$ cat config.mk
export PLATFORM = sky130hd
export DESIGN_NAME = spi_master_slave_port
export DESIGN_NICKNAME = d
export VERILOG_FILES = /design/src/hw/spi_port_pkg.sv /design/src/hw/spi_master_slave_port.sv /design/src/hw/input_sync.sv /design/src/hw/rx_two_entry_buffer.sv
export SDC_FILE = /design/constraint.sdc
export NUM_CORES = 1
export LEC_CHECK = 0
export ABC_AREA = 1
export ABC_CLOCK_PERIOD_IN_PS = 2160
export BUFFER_PORTS_ARGS = -buffer_cell sky130_fd_sc_hd__buf_2
export CORE_MARGIN = 1.5
export CORE_UTILIZATION = 52
export DETAILED_ROUTE_END_ITERATION = 6
export MAX_ROUTING_LAYER = met4
export PLACE_DENSITY_LB_ADDON = 0.1
export SYNTH_ARGS = -nofsm -noshare
export SYNTH_HDL_FRONTEND = slang
export SYNTH_SLANG_ARGS = --single-unit
$ cat constraint.sdc
create_clock -name sys_clk -period 2.16 [get_ports sys_clk]
set_clock_uncertainty 0.05 [all_clocks]
set_input_delay 0.432 -clock sys_clk [delete_from_list [all_inputs] [get_ports sys_clk]]
set_output_delay 0.432 -clock sys_clk [all_outputs]
set_load 0.02 [all_outputs]
$ cat src/hw/spi_port_pkg.sv
package spi_port_pkg;

    // ------------------------------------------------------------------
    // Sizes, flag positions and fixed values
    // ------------------------------------------------------------------
    localparam int SYS_CLK_HZ = 40000000;
    localparam int FLAG_COUNT = 4;
    localparam int FLAG_TX_READY = 0;
    localparam int FLAG_RX_READY = 1;
    localparam int FLAG_MODE_FAULT = 2;
    localparam int FLAG_RX_OVERRUN = 3;
    localparam logic [2:0] LAST_BIT = 3'h7;
    localparam logic [4:0] BYTE_TOGGLES = 5'h0F;
    localparam logic [7:0] DIV_MIN = 8'h02;
    localparam logic [7:0] HANDSHAKE_WAIT = 8'h00;
    localparam logic [7:0] HANDSHAKE_READY = 8'hA5;
    localparam logic [7:0] IDLE_FILL = 8'hFF;
    localparam logic [5:0] STATUS_PAD = 6'h00;
    localparam logic [3:0] FLAGS_RESET = 4'h0;
    localparam logic [3:0] SELECTS_IDLE = 4'hF;
    localparam logic [3:0] PINS_RESET = 4'h1;
    localparam logic [7:0] BYTE_RESET = 8'h00;

    // ------------------------------------------------------------------
    // Carriers
    // ------------------------------------------------------------------
    typedef struct packed {
        logic masterSelectBit;
        logic lowBitFirst;
        logic clockPolarityBit;
        logic clockPhaseBit;
        logic slaveHandshakeEnable;
        logic statusByteEnable;
        logic userWakeupEnable;
        logic chipSelectHold;
        logic [7:0] clkDivider;
    } cfg_s;

    typedef struct packed {
        logic sck;
        logic mosi;
        logic miso;
        logic ssn;
    } pins_s;

    // ------------------------------------------------------------------
    // Bit order helpers
    // ------------------------------------------------------------------
    function automatic logic pickBit(input logic [7:0] s, input logic lsbFirst);
        pickBit = lsbFirst ? s[0] : s[7];
    endfunction : pickBit

    function automatic logic [7:0] shiftOn(input logic [7:0] s, input logic lsbFirst);
        shiftOn = lsbFirst ? {1'b0, s[7:1]} : {s[6:0], 1'b0};
    endfunction : shiftOn

    function automatic logic [7:0] shiftIn(input logic [7:0] s, input logic b,
                                           input logic lsbFirst);
        shiftIn = lsbFirst ? {b, s[7:1]} : {s[6:0], b};
    endfunction : shiftIn

endpackage : spi_port_pkg

$ cat src/hw/spi_master_slave_port.sv
// Function
// - Works as SPI master or slave, with separate slave-select input.
// - Comes out of reset as slave; other-role functions stay inactive.
// - Master-select bit switches role at run time.
// - Master serial clock comes from the system clock only.
// - Serial clock equals system clock divided by an integer divider.
// - Bit-order control picks LSB or MSB first, changeable at run time.
// - Polarity control sets the idle clock level, swapping the sampling and launching edges.
// - Phase control selects the alternate clock-to-data relationship.
// - Slave handshake sends a ready marker before readout data.
// - Master drives four slave selects chosen by the chip-select register.
// - Master can hold a select asserted across consecutive bytes.
// - Transmit-ready flag rises when the transmit register empties.
// - Receive-ready flag rises when new receive data is valid.
// - Slave-select low while master sets the mode-fault flag.
// - New byte while both receive buffer entries are unread sets the overrun flag.
// - Writing one clears a flag; writing zero leaves it.
// - Each of four interrupt sources has its own enable bit.
// - Wakeup enable lets the block assert its wakeup output.
// - Slave may shift out a status byte about its receive register.
// - Power-on reset returns port and all registers to reset state.
// - Eight-bit data toward the host, four-pin serial side.
// - Master select outputs are active low, one per slave.
`timescale 1ns/1ps
`default_nettype none

module spi_master_slave_port import spi_port_pkg::*; (
    // Clock and reset
    input wire logic sys_clk,
    input wire logic arst_n,
    // Configuration
    input wire cfg_s controlRegs,
    input wire logic [3:0] chipSelectReg,
    input wire logic [3:0] interruptEnableReg,
    input wire logic [3:0] flagClearMask,
    // Transmit data
    input wire logic [7:0] txData,
    input wire logic txValid,
    output logic txReady,
    // Receive data
    output logic [7:0] receiveDataReg,
    output logic rxValid,
    input wire logic rxReady,
    // Status
    output logic [3:0] interruptFlagReg,
    output logic interruptRequestOut,
    output logic wakeupOut,
    // Serial pins
    input wire logic sckIn,
    output logic sckOut,
    output logic sckOeN,
    input wire logic mosiIn,
    output logic mosiOut,
    output logic mosiOeN,
    input wire logic misoIn,
    output logic misoOut,
    output logic misoOeN,
    input wire logic slaveSelectInN,
    output logic [3:0] masterSelectOutN
);

    // ------------------------------------------------------------------
    // Declarations
    // ------------------------------------------------------------------
    typedef enum logic [1:0] {
        ST_IDLE,
        ST_MASTER_XFER,
        ST_MASTER_HOLD,
        ST_SLAVE
    } state_e;

    state_e state;
    pins_s pins;
    logic roleMaster;
    logic [7:0] transmitDataReg;
    logic [7:0] txShift;
    logic [7:0] rxShift;
    logic [7:0] rxNext;
    logic [7:0] rxByte;
    logic [7:0] loadValue;
    logic [7:0] divCount;
    logic [7:0] effDiv;
    logic [7:0] halfDiv;
    logic [2:0] bitCount;
    logic lineOut;
    logic sckPrev;
    logic inMaster;
    logic masterLead;
    logic masterTrail;
    logic sckEdge;
    logic slaveLead;
    logic slaveTrail;
    logic leadEdge;
    logic trailEdge;
    logic sampleEdge;
    logic launchEdge;
    logic inBit;
    logic byteEnd;
    logic modeFault;
    logic startMaster;
    logic contMaster;
    logic startSlave;
    logic slaveNext;
    logic loadByte;
    logic takeTx;
    logic bufInReady;
    logic irqPending;
    logic [3:0] flagSet;
    logic [3:0] clearOnly;

    // ------------------------------------------------------------------
    // Input synchroniser and receive buffer
    // ------------------------------------------------------------------
    input_sync u_pinSync (
        .sys_clk(sys_clk),
        .arst_n(arst_n),
        .asyncIn({sckIn, mosiIn, misoIn, slaveSelectInN}),
        .syncOut(pins)
    );

    rx_two_entry_buffer u_rxBuffer (
        .sys_clk(sys_clk),
        .arst_n(arst_n),
        .inData(rxByte),
        .inValid(byteEnd),
        .inReady(bufInReady),
        .outData(receiveDataReg),
        .outValid(rxValid),
        .outReady(rxReady)
    );

    // ------------------------------------------------------------------
    // Edge generation and decode
    // ------------------------------------------------------------------
    assign effDiv = (controlRegs.clkDivider < DIV_MIN) ? DIV_MIN : controlRegs.clkDivider;
    assign halfDiv = {1'b0, effDiv[7:1]};
    assign inMaster = (state == ST_MASTER_XFER);
    assign masterLead = inMaster && (divCount == halfDiv - 8'h01);
    assign masterTrail = inMaster && (divCount == effDiv - 8'h01);
    assign sckEdge = (pins.sck != sckPrev);
    assign slaveLead = (state == ST_SLAVE) && sckEdge
                       && (pins.sck != controlRegs.clockPolarityBit);
    assign slaveTrail = (state == ST_SLAVE) && sckEdge
                        && (pins.sck == controlRegs.clockPolarityBit);
    assign leadEdge = masterLead || slaveLead;
    assign trailEdge = masterTrail || slaveTrail;
    assign sampleEdge = controlRegs.clockPhaseBit ? trailEdge : leadEdge;
    assign launchEdge = controlRegs.clockPhaseBit ? leadEdge : trailEdge;
    assign inBit = roleMaster ? pins.miso : pins.mosi;
    assign rxNext = shiftIn(rxShift, inBit, controlRegs.lowBitFirst);
    assign rxByte = sampleEdge ? rxNext : rxShift;
    assign byteEnd = trailEdge && (bitCount == LAST_BIT);
    assign modeFault = roleMaster && !pins.ssn;

    // ------------------------------------------------------------------
    // Transfer start and continuation
    // ------------------------------------------------------------------
    assign startMaster = roleMaster && !modeFault && !txReady
                         && (state == ST_IDLE || state == ST_MASTER_HOLD);
    assign contMaster = inMaster && byteEnd && controlRegs.chipSelectHold
                        && !txReady && !modeFault;
    assign startSlave = (state == ST_IDLE) && !roleMaster && !pins.ssn;
    assign slaveNext = (state == ST_SLAVE) && byteEnd && !pins.ssn;
    assign loadByte = startMaster || contMaster || startSlave || slaveNext;

    always_comb begin
        loadValue = IDLE_FILL;
        takeTx = 1'b0;
        if (roleMaster) begin
            loadValue = transmitDataReg;
            takeTx = loadByte;
        end else if (startSlave && controlRegs.slaveHandshakeEnable) begin
            loadValue = txReady ? HANDSHAKE_WAIT : HANDSHAKE_READY;
        end else if (!txReady) begin
            loadValue = transmitDataReg;
            takeTx = loadByte;
        end else if (controlRegs.statusByteEnable) begin
            loadValue = {STATUS_PAD, interruptFlagReg[FLAG_RX_OVERRUN], rxValid};
        end
    end

    // ------------------------------------------------------------------
    // Role and state
    // ------------------------------------------------------------------
    always_ff @(posedge sys_clk or negedge arst_n) begin
        if (!arst_n) begin
            roleMaster <= 1'b0;
        end else if (state == ST_IDLE) begin
            roleMaster <= controlRegs.masterSelectBit;
        end
    end

    always_ff @(posedge sys_clk or negedge arst_n) begin
        if (!arst_n) begin
            state <= ST_IDLE;
        end else begin
            case (state)
                ST_IDLE: begin
                    if (startMaster) begin
                        state <= ST_MASTER_XFER;
                    end else if (startSlave) begin
                        state <= ST_SLAVE;
                    end
                end
                ST_MASTER_XFER: begin
                    if (modeFault) begin
                        state <= ST_IDLE;
                    end else if (byteEnd && !contMaster) begin
                        state <= controlRegs.chipSelectHold ? ST_MASTER_HOLD : ST_IDLE;
                    end
                end
                ST_MASTER_HOLD: begin
                    if (modeFault || !controlRegs.chipSelectHold) begin
                        state <= ST_IDLE;
                    end else if (startMaster) begin
                        state <= ST_MASTER_XFER;
                    end
                end
                ST_SLAVE: begin
                    if (pins.ssn) begin
                        state <= ST_IDLE;
                    end
                end
                default: begin
                    state <= ST_IDLE;
                end
            endcase
        end
    end

    // ------------------------------------------------------------------
    // Clock divider and bit counter
    // ------------------------------------------------------------------
    always_ff @(posedge sys_clk or negedge arst_n) begin
        if (!arst_n) begin
            divCount <= BYTE_RESET;
        end else if (!inMaster || loadByte || masterTrail) begin
            divCount <= BYTE_RESET;
        end else begin
            divCount <= divCount + 8'h01;
        end
    end

    always_ff @(posedge sys_clk or negedge arst_n) begin
        if (!arst_n) begin
            bitCount <= 3'h0;
        end else if (loadByte || state == ST_IDLE) begin
            bitCount <= 3'h0;
        end else if (trailEdge) begin
            bitCount <= bitCount + 3'h1;
        end
    end

    // ------------------------------------------------------------------
    // Shift registers and transmit data register
    // ------------------------------------------------------------------
    always_ff @(posedge sys_clk or negedge arst_n) begin
        if (!arst_n) begin
            txShift <= BYTE_RESET;
            lineOut <= 1'b0;
        end else if (loadByte && controlRegs.clockPhaseBit) begin
            txShift <= loadValue;
        end else if (loadByte) begin
            lineOut <= pickBit(loadValue, controlRegs.lowBitFirst);
            txShift <= shiftOn(loadValue, controlRegs.lowBitFirst);
        end else if (launchEdge) begin
            lineOut <= pickBit(txShift, controlRegs.lowBitFirst);
            txShift <= shiftOn(txShift, controlRegs.lowBitFirst);
        end
    end

    always_ff @(posedge sys_clk or negedge arst_n) begin
        if (!arst_n) begin
            rxShift <= BYTE_RESET;
        end else if (loadByte) begin
            rxShift <= BYTE_RESET;
        end else if (sampleEdge) begin
            rxShift <= rxNext;
        end
    end

    // Transmit register: txReady high means the register is empty.
    always_ff @(posedge sys_clk or negedge arst_n) begin
        if (!arst_n) begin
            transmitDataReg <= BYTE_RESET;
            txReady <= 1'b1;
        end else if (takeTx) begin
            txReady <= 1'b1;
        end else if (txValid && txReady) begin
            transmitDataReg <= txData;
            txReady <= 1'b0;
        end
    end

    // ------------------------------------------------------------------
    // Master slave-select outputs
    // ------------------------------------------------------------------
    always_ff @(posedge sys_clk or negedge arst_n) begin
        if (!arst_n) begin
            masterSelectOutN <= SELECTS_IDLE;
        end else if (modeFault || (inMaster && byteEnd && !contMaster
                     && !controlRegs.chipSelectHold)
                     || (state == ST_MASTER_HOLD && !controlRegs.chipSelectHold)) begin
            masterSelectOutN <= SELECTS_IDLE;
        end else if (startMaster && state == ST_IDLE) begin
            masterSelectOutN <= ~chipSelectReg;
        end
    end

    // ------------------------------------------------------------------
    // Interrupt flags, request and wakeup
    // ------------------------------------------------------------------
    always_comb begin
        flagSet = FLAGS_RESET;
        flagSet[FLAG_TX_READY] = takeTx;
        flagSet[FLAG_RX_READY] = byteEnd && bufInReady;
        flagSet[FLAG_MODE_FAULT] = modeFault;
        flagSet[FLAG_RX_OVERRUN] = byteEnd && !bufInReady;
    end

    assign clearOnly = flagClearMask & ~flagSet;
    assign irqPending = |(interruptFlagReg & interruptEnableReg);

    // A set arriving with its clear wins, so no event is lost.
    always_ff @(posedge sys_clk or negedge arst_n) begin
        if (!arst_n) begin
            interruptFlagReg <= FLAGS_RESET;
        end else begin
            interruptFlagReg <= (interruptFlagReg & ~flagClearMask) | flagSet;
        end
    end

    always_ff @(posedge sys_clk or negedge arst_n) begin
        if (!arst_n) begin
            interruptRequestOut <= 1'b0;
            wakeupOut <= 1'b0;
        end else begin
            interruptRequestOut <= irqPending;
            wakeupOut <= controlRegs.userWakeupEnable && !roleMaster && !pins.ssn;
        end
    end

    // ------------------------------------------------------------------
    // Pin drivers
    // ------------------------------------------------------------------
    always_ff @(posedge sys_clk or negedge arst_n) begin
        if (!arst_n) begin
            sckPrev <= 1'b0;
            sckOut <= 1'b0;
            sckOeN <= 1'b1;
            mosiOeN <= 1'b1;
            misoOeN <= 1'b1;
        end else begin
            sckPrev <= pins.sck;
            sckOeN <= !roleMaster;
            mosiOeN <= !roleMaster;
            misoOeN <= !(state == ST_SLAVE);
            if (!inMaster) begin
                sckOut <= controlRegs.clockPolarityBit;
            end else if (masterLead || masterTrail) begin
                sckOut <= !sckOut;
            end
        end
    end

    assign mosiOut = lineOut;
    assign misoOut = lineOut;

    // ------------------------------------------------------------------
    // Checks
    // ------------------------------------------------------------------
    logic [4:0] sckToggles;
    logic [7:0] leadGap;
    logic sawLead;

    always_ff @(posedge sys_clk or negedge arst_n) begin
        if (!arst_n) begin
            sckToggles <= 5'h00;
            leadGap <= 8'h00;
            sawLead <= 1'b0;
        end else begin
            if (loadByte) begin
                sckToggles <= 5'h00;
            end else if (masterLead || masterTrail) begin
                sckToggles <= sckToggles + 5'h01;
            end
            leadGap <= masterLead ? 8'h01 : leadGap + 8'h01;
            if (!inMaster) begin
                sawLead <= 1'b0;
            end else if (masterLead) begin
                sawLead <= 1'b1;
            end
        end
    end
endmodule : spi_master_slave_port
`default_nettype wire

$ cat src/hw/input_sync.sv
`timescale 1ns/1ps
`default_nettype none

module input_sync import spi_port_pkg::*; (
    // Clock and reset
    input wire logic sys_clk,
    input wire logic arst_n,
    // Pins
    input wire logic [3:0] asyncIn,
    output pins_s syncOut
);

    logic [3:0] stageOne;

    always_ff @(posedge sys_clk or negedge arst_n) begin
        if (!arst_n) begin
            stageOne <= PINS_RESET;
            syncOut <= PINS_RESET;
        end else begin
            stageOne <= asyncIn;
            syncOut <= stageOne;
        end
    end

endmodule : input_sync
`default_nettype wire

$ cat src/hw/rx_two_entry_buffer.sv
`timescale 1ns/1ps
`default_nettype none

module rx_two_entry_buffer import spi_port_pkg::*; (
    // Clock and reset
    input wire logic sys_clk,
    input wire logic arst_n,
    // Fill side
    input wire logic [7:0] inData,
    input wire logic inValid,
    output logic inReady,
    // Drain side
    output logic [7:0] outData,
    output logic outValid,
    input wire logic outReady
);

    logic [7:0] tailData;
    logic tailValid;
    logic push;
    logic pop;

    assign inReady = !tailValid;
    assign push = inValid && inReady;
    assign pop = outValid && outReady;

    always_ff @(posedge sys_clk or negedge arst_n) begin
        if (!arst_n) begin
            outData <= BYTE_RESET;
            outValid <= 1'b0;
            tailData <= BYTE_RESET;
            tailValid <= 1'b0;
        end else if (pop && tailValid) begin
            outData <= tailData;
            tailData <= inData;
            tailValid <= push;
        end else if (pop) begin
            outData <= inData;
            outValid <= push;
        end else if (push && !outValid) begin
            outData <= inData;
            outValid <= 1'b1;
        end else if (push) begin
            tailData <= inData;
            tailValid <= 1'b1;
        end
    end

endmodule : rx_two_entry_buffer
`default_nettype wire

==> flow_metrics.env, run 1 <==
export IMPL_hold_class="in -> async"
export IMPL_timing_slew_headroom=0.601
export IMPL_cts_sinks=80
export IMPL_p_leak_uw=0.00320
export IMPL_clock_path_buffers=2
export IMPL_clock_fmax_mhz=382
export IMPL_cts_tree="built"
export IMPL_busiest_layer="met2"
export IMPL_fin_nets=791
export IMPL_pin_count=70
export IMPL_dp_cells=810
export IMPL_holdBufCountCts=0
export IMPL_grt_pass1_wl_mm=19.5
export IMPL_dp_hpwl_mm=8.22
export IMPL_final_cell_area_um2=6390
export IMPL_cp_end_kind="register"
export IMPL_root_buffer="clkbuf_8"
export IMPL_synth_cells=591
export IMPL_viasPerCell=5.36
export IMPL_pre_cts_ws_ps=-810
export IMPL_ir_drop_mv=0.634
export IMPL_globalRouteMet3Util=0.0454
export IMPL_route_vias_total=4565
export IMPL_rsz0062_at_grt="true"
export IMPL_grtUsageMet1=0.352
export IMPL_placed_area_um2=5510
export IMPL_crit_required_ps=2360
export IMPL_use_met2=0.466
export IMPL_place_congestion=0.897
export IMPL_antenna_found_initial=0
export IMPL_synth_area_leaders="dfrtp_1 (39%), nand2_1 (14%), inv_1 (5.6%)"
export IMPL_synth_seq_area_share=0.443
export IMPL_core_area_um2=8340
export IMPL_cp_num_buf_inv=3
export IMPL_wl_mm=12.9
export IMPL_cts_made_buffers=9
export IMPL_final_common_cell="nand2_1"
export IMPL_finalHoldViolCount=0
export IMPL_die_height_um=96.4
export IMPL_status="complete, but fails checks"
export IMPL_yosys_register_bits=80
export IMPL_arrival_ps=2820
export IMPL_synth_edf_count=0
export IMPL_cap_violations=0
export IMPL_diodes=0
export IMPL_grt_max_degree=44
export IMPL_tightest_slew_ps=599
export IMPL_cp_top_family="simple AND/OR/NAND/NOR gates"
export IMPL_crit_type="in -> reg"
export IMPL_htreeDepth=3
export IMPL_synthToLayoutAreaGrowth_pct=40.9
export IMPL_power_density_nw_per_um2=1100
export IMPL_setup_viol=56
export IMPL_ys_async_sr_fraction=1.00
export IMPL_fin_cells=851
export IMPL_ys_flop_type="dfrtp_1"
export IMPL_drc=0
export IMPL_final_period_utilization=1.21
export IMPL_grt_pass1_vias=4269
export IMPL_post_route_min_period_ps=2620
export IMPL_cp_start_kind="primary input"
export IMPL_syn_area_um2=4540
export IMPL_wire_per_inst_um=15.2
export IMPL_drive_above_1_share=0.398
export IMPL_antenna_left=0
export IMPL_ys_types=42
export IMPL_layout_common_cells="nand2_1 (129), dfrtp_1 (71), buf_4 (63), buf_2 (63), inv_1 (62)"
export IMPL_fin_ws_ps=-459
export IMPL_track_usage=0.284
export IMPL_setup_tns_ps=-17510
export IMPL_grt_ovfl_total=0
export IMPL_io_buffers=69
export IMPL_yosysTopAreaCellShare=0.391
export IMPL_drt_initial_drc_count=175
export IMPL_yosys_area_top_type="dfrtp_1"
export IMPL_cp_cell_sequence="buf_6 > nor2_4 > nand2_2 > nor2_4 > nor2_4 > ha_4 > xor2_1 > nand2_1 > a21oi_2 > nand3_1 > nor2_2 > nand3_2 > nand2_4 > buf_6 > buf_4 > nand3_2 > o21ai_4 > nand2_4 > nand2_2 > o21ai_1"
export IMPL_violations="setup timing"
export IMPL_drt_first_pass_iters=7
export IMPL_die_area_um2=9300
export IMPL_clkTransAtPathRegs_ps=100
export IMPL_die_x_um=96.4
export IMPL_slew_viol_final=0
export IMPL_clk_latency_ps=360
export IMPL_avgSynthCellArea_um2=7.68
export IMPL_cp_common_cell="nor2_4"
export IMPL_yosysWarningCount=0
export IMPL_core_rowCount=33
export IMPL_max_stage_delay_ps=260
export IMPL_initial_core_util=0.544
export IMPL_syn_nets=641
export IMPL_worst_path_max_fanout=8
export IMPL_crit_slowest_cell="ha_4"
[repair_timing]
| item | 4_1_cts | 5_1_grt |
|---|---|---|
| setup endpoints to repair | 63 | 65 |
| pin swaps | 36 | 53 |
| buffers inserted | 12 | 7 |
| gates cloned | 5 | 2 |
| resized for setup | 45 | 81 |
[cell usage after synthesis, types with 2 or more instances]
master,instances
a21o_1,8
a21oi_1,17
buf_2,3
buf_4,3
buf_6,2
clkbuf_1,6
dfrtp_1,71
dfstp_2,9
ha_1,6
inv_1,68
inv_2,4
mux2i_1,2
nand2_1,168
nand2_2,2
nand2_4,3
nand3_1,22
nand3_2,4
nand4_1,5
nor2_1,66
nor2_2,3
nor3_1,5
nor3_2,2
nor3b_1,4
o211ai_1,6
o21ai_0,42
o21ai_1,18
o21ai_2,8
o221ai_1,2
o22ai_1,2
or2_2,2
xnor2_1,8
xor2_1,10
[sequential cells by signal, indices dropped and copies added (netlist names), 2 cells and up]
| signal | flops |
|---|---|
| masterSelectOutN | 4 |
| bitCount | 3 |
| u_pinSync.stageOne | 4 |
| transmitDataReg | 8 |
| state | 2 |
| u_pinSync.syncOut | 4 |
| rxShift | 8 |
| divCount | 8 |
| txShift | 8 |
| u_rxBuffer.tailData | 8 |
| interruptFlagReg | 4 |
| u_rxBuffer.outData | 8 |
[logic make-up (layout without fill, tap and decap cells)]
family / after synthesis / count (layout) / share of synthesized area
muxes: 2 / 2 / 0.00441
xor gates and xnor gates: 18 / 18 / 0.0347
DFF: 80 / 80 / 0.443
buffers and inverters: 87 / 235 / 0.0810
adders and majority gates: 6 / 6 / 0.0165
and+or+nand+nor: 292 / 298 / 0.283
AOI/OAI and AO/OA: 106 / 107 / 0.137
[final timing paths]
path / from / to / slack [ps] / depth (start not counted)
worst min register to register: u_pinSync.stageOne[1] / u_pinSync.syncOut[1] / 300 / 0
worst max-delay path: controlRegs[6] / u_rxBuffer.tailData[6] / -460 / 20
max in group asynchronous: arst_n / txReady / 1390 / 2
worst max register to register: divCount[4] / u_rxBuffer.outData[6] / -140 / 12
min in group sys_clk: slaveSelectInN / u_pinSync.stageOne[0] / 120 / 1
worst min-delay path: arst_n / divCount[2] / 30 / 1
[area by class of cell]
class / instances / area (um^2)
multi-input combinational: 431 / 2690
sequential: 80 / 2010
fill: 588 / 1950
timing repair buffer: 147 / 1060
inverter: 72 / 282
tap: 105 / 131
clock buffer: 10 / 128
clock inverter: 6 / 93.8
[through the flow]
step / util / hold WS [ps] / power [uW]
global placement: 0.661 / 284 / 5060
floorplan: - / 86.4 / 4220
detailed placement: 0.661 / 287 / 5130
global route: 0.767 / 51.5 / 7520
CTS: 0.724 / 45.3 / 6660
finish: 0.767 / 29.6 / 7060
[power by group]
group          leakage [uW]  internal [uW]  switching [uW]
Clock              0.000107            660             577
Combinational       0.00209           1380            2100
Sequential          0.00100           2000             342
Total               0.00320           4040            3020
[per-layer routing]
metal / vias to the layer above / wire (um)
li1: 2203 / -
met1: 2177 / 5440
met2: 152 / 6530
met3: 33 / 602
met4: 0 / 367
met5: - / 0
(Power assumes the default switching activity.)
==> run 2: changes to the inputs <==
--- a/config.mk
+++ b/config.mk
@@ -5,7 +5,6 @@
 export SDC_FILE = /design/constraint.sdc
 export NUM_CORES = 1
 export LEC_CHECK = 0
-export ABC_AREA = 1
 export ABC_CLOCK_PERIOD_IN_PS = 2160
 export BUFFER_PORTS_ARGS = -buffer_cell sky130_fd_sc_hd__buf_2
 export CORE_MARGIN = 1.5
==> run 2 against run 1 <==
The run still ends with setup timing left. Sequential share of layout area grew 1.9 points. Clock-buffer cell count up 1. Synthesized cell count shrank 27%. Critical path depth decreased by 7. Clock power is 7% lower. Highest routed layer unchanged.
==> flow_metrics.env, run 2 <==
export IMPL_arrival_ps=3520
export IMPL_cp_start_kind="primary input"
export IMPL_hold_class="in -> reg"
export IMPL_clock_path_buffers=2
export IMPL_drt_first_pass_iters=4
export IMPL_synth_edf_count=0
export IMPL_ir_drop_mv=0.365
export IMPL_p_seq_frac=0.358
export IMPL_fin_ws_ps=-1160
export IMPL_timing_slew_headroom=0.693
export IMPL_antenna_found_initial=0
export IMPL_cts_sinks=80
export IMPL_p_leak_uw=0.00289
export IMPL_final_cell_area_um2=6020
export IMPL_layout_common_cells="buf_4 (75), dfrtp_1 (71), buf_2 (66)"
export IMPL_power_density_nw_per_um2=950
export IMPL_crit_type="in -> reg"
export IMPL_place_congestion=0.892
export IMPL_synth_seq_area_share=0.451
export IMPL_track_usage=0.259
export IMPL_yosysTopAreaCellShare=0.398
export IMPL_die_area_um2=9140
export IMPL_status="complete, but fails checks"
export IMPL_post_route_min_period_ps=3320
export IMPL_wl_mm=11.0
export IMPL_violations="setup timing"
export IMPL_cap_violations=0
export IMPL_synth_most_common_cell="dfrtp_1"
export IMPL_cts_made_buffers=9
export IMPL_core_area_um2=8260
export IMPL_syn_nets=479
export IMPL_drc=0
export IMPL_synthToLayoutAreaGrowth_pct=35.1
export IMPL_die_x_um=95.6
export IMPL_synthTopCellsByCount="dfrtp_1 (71), nand2_1 (37), mux2_2 (34)"
export IMPL_grt_pass1_wl_mm=17.4
export IMPL_grt_pass1_vias=3628
export IMPL_drive_above_1_share=0.440
export IMPL_final_common_cell="buf_4"
export IMPL_yosys_register_bits=80
export IMPL_clk_latency_ps=360
export IMPL_ys_types=57
export IMPL_synth_area_leaders="dfrtp_1 (40%), mux2_2 (8.6%), dfstp_2 (5.3%)"
export IMPL_grt_ovfl_total=0
export IMPL_io_buffers=69
export IMPL_avgSynthCellArea_um2=10.4
export IMPL_ys_flop_type="dfrtp_1"
export IMPL_power_share_clock=0.202
export IMPL_clock_fmax_mhz=302
export IMPL_yosys_area_top_type="dfrtp_1"
export IMPL_viasPerCell=5.48
export IMPL_antenna_left=0
export IMPL_drt_initial_drc_count=137
export IMPL_yosysWarningCount=0
export IMPL_final_period_utilization=1.54
export IMPL_slew_viol_final=0
export IMPL_ys_async_sr_fraction=1.00
export IMPL_pin_count=70
export IMPL_cp_end_kind="register"
export IMPL_core_rowCount=33
export IMPL_intPower_uw=3660
export IMPL_setup_viol=65
export IMPL_power_frac_comb=0.440
export IMPL_fin_nets=625
export IMPL_synth_cells=429
export IMPL_wire_per_inst_um=16.1
export IMPL_placed_area_um2=5520
export IMPL_rsz0062_at_grt="true"
export IMPL_p_sw_uw=2060
export IMPL_htreeDepth=3
export IMPL_cts_tree="built"
export IMPL_finalHoldViolCount=0
export IMPL_diodes=0
export IMPL_syn_area_um2=4460
export IMPL_clkTransAtPathRegs_ps=80
export IMPL_tightest_slew_ps=460
export IMPL_die_height_um=95.6
export IMPL_route_vias_total=3757
export IMPL_setup_tns_ps=-59840
export IMPL_initial_core_util=0.540
export IMPL_worst_path_max_fanout=8
export IMPL_grt_max_degree=41
export IMPL_root_buffer="clkbuf_8"
export IMPL_dp_hpwl_mm=7.93
export IMPL_crit_required_ps=2360
export IMPL_power_switching_share=0.360
[run 2: what timing repair did]
action / 4_1_cts / 5_1_grt
setup endpoints to repair: 65 / 65
setup buffers: 7 / 7
resized for setup: 14 / 23
hold buffers: 1 / 0
pin swaps: 3 / 5
hold endpoints to repair: 19 / 0
[run 2: final timing paths]
kind                                       start                     end  slack (ps)  cells after the start
hold / removal                    slaveSelectInN   u_pinSync.stageOne[0]         110                      1
hold reg to reg            u_pinSync.stageOne[2]    u_pinSync.syncOut[2]         310                      0
min in group asynchronous                 arst_n     interruptFlagReg[2]         470                      2
max in group asynchronous                 arst_n                 txReady         980                      3
setup reg to reg                     divCount[4]  u_rxBuffer.tailData[1]        -590                      9
setup / recovery                  controlRegs[6]  u_rxBuffer.tailData[1]       -1160                     13
[run 2: kinds of logic after synthesis]
group	synth area share
AND/OR/NAND/NOR	0.142
adder cells (fa/ha/maj)	0.0168
XOR/XNOR	0.0581
flip-flops	0.451
AO/OA/AOI/OAI	0.146
multiplexers	0.148
buffers and inverters	0.0373
[run 2: area by class of cell]
cell class | instances | area, um^2
multi-input combinational | 311 | 2500
fill | 622 | 2230
sequential | 80 | 2010
timing repair buffer | 156 | 1110
clock buffer | 11 | 141
tap | 105 | 131
clock inverter | 5 | 63.8
inverter | 17 | 63.8
[run 2: power by group through the flow]
| stage | Sequential (uW) | Clock [uW] | Combinational [uW] |
|---|---|---|---|
| 6_report | 2050 | 1150 | 2520 |
| 5_1_grt | 2090 | 1230 | 2730 |
| 4_1_cts | 2050 | 1170 | 2350 |
| 3_5_place_dp | 2070 | 0 | 2250 |
| 3_3_place_gp | 2060 | 0 | 2210 |
| 2_1_floorplan | 2140 | 0 | 1350 |
[run 2: critical path, stage by stage]
cell and delay (ps):
buf_8 100, or4_4 560, o21ai_4 170, ha_4 150
nor3b_4 250, xnor2_2 100, nor4b_2 260, o211ai_1 160
o31a_2 400, mux2i_4 190, buf_12 160, mux2_4 320
mux2_2 260
[run 2: metal layers]
metal  vias up  wire length [um]  share of wire  global-route usage
met1      1823              5050           0.46               0.334
met2       111              5270           0.48               0.408
met4         0               192          0.017              0.0907
met3        18               544          0.049              0.0494
met5         -                 0              0                   -
li1       1805                 -              -                   -
[run 2: through the flow]
stage / total power (uW) / utilization / cells / hold WS (ps) / setup slack [ps]
3_5_place_dp: 4330 / 0.669 / 654 / 294 / -1560
3_3_place_gp: 4270 / 0.669 / 654 / 282 / -1470
4_1_cts: 5570 / 0.709 / 678 / 102 / -1110
5_1_grt: 6050 / 0.729 / 685 / 89.5 / -1230
2_1_floorplan: 3480 / - / 429 / 86.4 / -1300
6_report: 5720 / 0.729 / 685 / 113 / -1160
==> run 3: changes to the inputs <==
--- a/config.mk
+++ b/config.mk
@@ -8,7 +8,7 @@
 export ABC_CLOCK_PERIOD_IN_PS = 2160
 export BUFFER_PORTS_ARGS = -buffer_cell sky130_fd_sc_hd__buf_2
 export CORE_MARGIN = 1.5
-export CORE_UTILIZATION = 52
+export CORE_UTILIZATION = 49
 export DETAILED_ROUTE_END_ITERATION = 6
 export MAX_ROUTING_LAYER = met4
 export PLACE_DENSITY_LB_ADDON = 0.1
==> run 3 against run 2 <==
The run still ends with setup timing left. Non-clock buffer count fell by 6. Routed wire length fell by 3.5%. Total power rose by 0.80%. Clock power rose by 6%.
==> flow_metrics.env, run 3 (synthesized netlist as in run 2, its figures left out) <==
export IMPL_hold_class="in -> async"
export IMPL_tightest_slew_ps=520
export IMPL_synthToLayoutAreaGrowth_pct=33.6
export IMPL_antenna_found_initial=0
export IMPL_grt_pass1_vias=3740
export IMPL_cp_cell_sequence="buf_6 > or4_4 > o21ai_4 > ha_4 > nor3b_4 > xnor2_1 > nor4b_2 > o211ai_1 > o31a_1 > buf_6 > mux2i_4 > buf_12 > mux2_4 > mux2_2"
export IMPL_crit_type="in -> reg"
export IMPL_cts_sinks=80
export IMPL_clock_fmax_mhz=306
export IMPL_timing_slew_headroom=0.654
export IMPL_htreeDepth=3
export IMPL_worst_path_max_fanout=8
export IMPL_crit_required_ps=2340
export IMPL_power_uw=5770
export IMPL_cap_violations=0
export IMPL_fin_ws_ps=-1110
export IMPL_cp_top_family="simple AND/OR/NAND/NOR gates"
export IMPL_cp_num_buf_inv=3
export IMPL_core_rowCount=34
export IMPL_drt_initial_drc_count=123
export IMPL_ir_drop_mv=0.452
export IMPL_slew_viol_final=0
export IMPL_rsz0062_at_grt="true"
export IMPL_grt_max_degree=42
export IMPL_drt_met1_wl_mm=5.04
export IMPL_finalHoldViolCount=0
export IMPL_holdBufCountCts=0
export IMPL_final_period_utilization=1.51
export IMPL_core_area_um2=8760
export IMPL_cp_start_kind="primary input"
export IMPL_die_area_um2=9680
export IMPL_clock_path_buffers=2
export IMPL_layout_common_cells="dfrtp_1 (71), buf_4 (71), buf_2 (66)"
export IMPL_dr_wl_met2_mm=5.10
export IMPL_dp_cells=655
export IMPL_die_x_um=98.4
export IMPL_cts_tree="built"
export IMPL_root_buffer="clkbuf_8"
export IMPL_die_height_um=98.4
export IMPL_clk_latency_ps=350
export IMPL_crit_slowest_cell="or4_4"
export IMPL_cp_common_cell="buf_6"
export IMPL_fin_nets=619
export IMPL_wire_per_inst_um=15.6
export IMPL_route_vias_total=3673
export IMPL_io_buffers=69
export IMPL_clkTransAtPathRegs_ps=80
export IMPL_status="complete, but fails checks"
export IMPL_max_stage_delay_ps=550
export IMPL_top_layer_used="met4"
export IMPL_pin_count=70
export IMPL_viasPerCell=5.39
export IMPL_fillers=708
export IMPL_wl_mm=10.7
export IMPL_cp_end_kind="register"
export IMPL_cts_made_buffers=9
export IMPL_place_congestion=0.901
export IMPL_multi_input_area_um2=2480
export IMPL_ff_latch_area_um2=2010
export IMPL_dp_hpwl_mm=7.84
export IMPL_diodes=0
export IMPL_violations="setup timing"
export IMPL_post_route_min_period_ps=3270
export IMPL_arrival_ps=3460
export IMPL_power_density_nw_per_um2=967
export IMPL_grt_ovfl_total=0
export IMPL_p_leak_uw=0.00288
export IMPL_track_usage=0.238
export IMPL_grt_pass1_wl_mm=17.9
export IMPL_antenna_left=0
export IMPL_drive_above_1_share=0.422
export IMPL_dr_wl_met3_um=449
export IMPL_drc=0
export IMPL_initial_core_util=0.509
export IMPL_setup_viol=65
export IMPL_fin_cells=682
export IMPL_drt_first_pass_iters=4
==> run 3: cell types whose count changed in the layout (fill, tap and decap cells not counted), sizes merged <==
cell / change
clkinv: +1
buf: -5
clkbuf: -1
bufinv: +1
dlygate4sd3: -1
clkinvlp: -1
==> run 3: metal layers <==
| metal | global-route usage | vias to the layer above |
|---|---|---|
| met4 | 0.0498 | 0 |
| met5 | - | - |
| met2 | 0.379 | 89 |
| li1 | - | 1795 |
| met3 | 0.0444 | 8 |
| met1 | 0.320 | 1781 |
==> run 3: what timing repair did <==
item                                    4_1_cts  5_1_grt
endpoints found under the setup margin       65       65
cloned                                        1        0
buffers inserted                              7        3
resized for setup                            29        1
pin swaps                                     4        3
==> run 3: worst paths after layout <==
kind	slack, ps	end	start	depth (start not counted)
setup / recovery	-1110	u_rxBuffer.tailData[4]	controlRegs[6]	14
hold / removal	6	divCount[2]	arst_n	1
setup reg to reg	-570	u_rxBuffer.tailData[4]	divCount[2]	10
hold reg to reg	300	u_pinSync.syncOut[1]	u_pinSync.stageOne[1]	0
max in group asynchronous	1410	txReady	arst_n	2
min in group sys_clk	120	u_pinSync.stageOne[0]	slaveSelectInN	1
==> run 3: worst reg2reg max path: stages, from the launching register on <==
cell and delay [ps]:
dfrtp_1 450, xnor3_1 300, nand3_1 90, nor4b_2 280, o211ai_1 140, o31a_1 260, buf_6 140, mux2i_4 160
buf_12 160, mux2_4 310, mux2_2 270
==> run 3: final cells by class <==
| class | instances | area share |
|---|---|---|
| well taps | 108 | 0.0227 |
| repair buffers | 150 | 0.175 |
| clock inverters | 6 | 0.0153 |
| clock buffers | 10 | 0.0214 |
| flip-flops and latches | 80 | 0.338 |
| inverters | 17 | 0.0107 |
| multi-input cells | 311 | 0.417 |
==> run 3: through the flow <==
| step | setup slack (ps) | setup TNS [ps] | utilization | hold WS, ps | area [um^2] |
|---|---|---|---|---|---|
| global placement | -1430 | -77950 | 0.628 | 285 | 5500 |
| floorplan | -1300 | -62660 | - | 86.4 | 4570 |
| CTS | -1090 | -56070 | 0.675 | 7.46 | 5920 |
| finish | -1110 | -58070 | 0.680 | 6.09 | 5960 |
| detailed placement | -1510 | -81980 | 0.628 | 286 | 5500 |
| global route | -1220 | -64700 | 0.680 | 28.0 | 5960 |
==> run 3: report_power, final <==
| group | total (uW) | internal (uW) | leakage [uW] | switching, uW |
|---|---|---|---|---|
| Clock | 1220 | 658 | 0.000111 | 563 |
| Combinational | 2480 | 1240 | 0.00176 | 1230 |
| Sequential | 2070 | 1840 | 0.00101 | 227 |
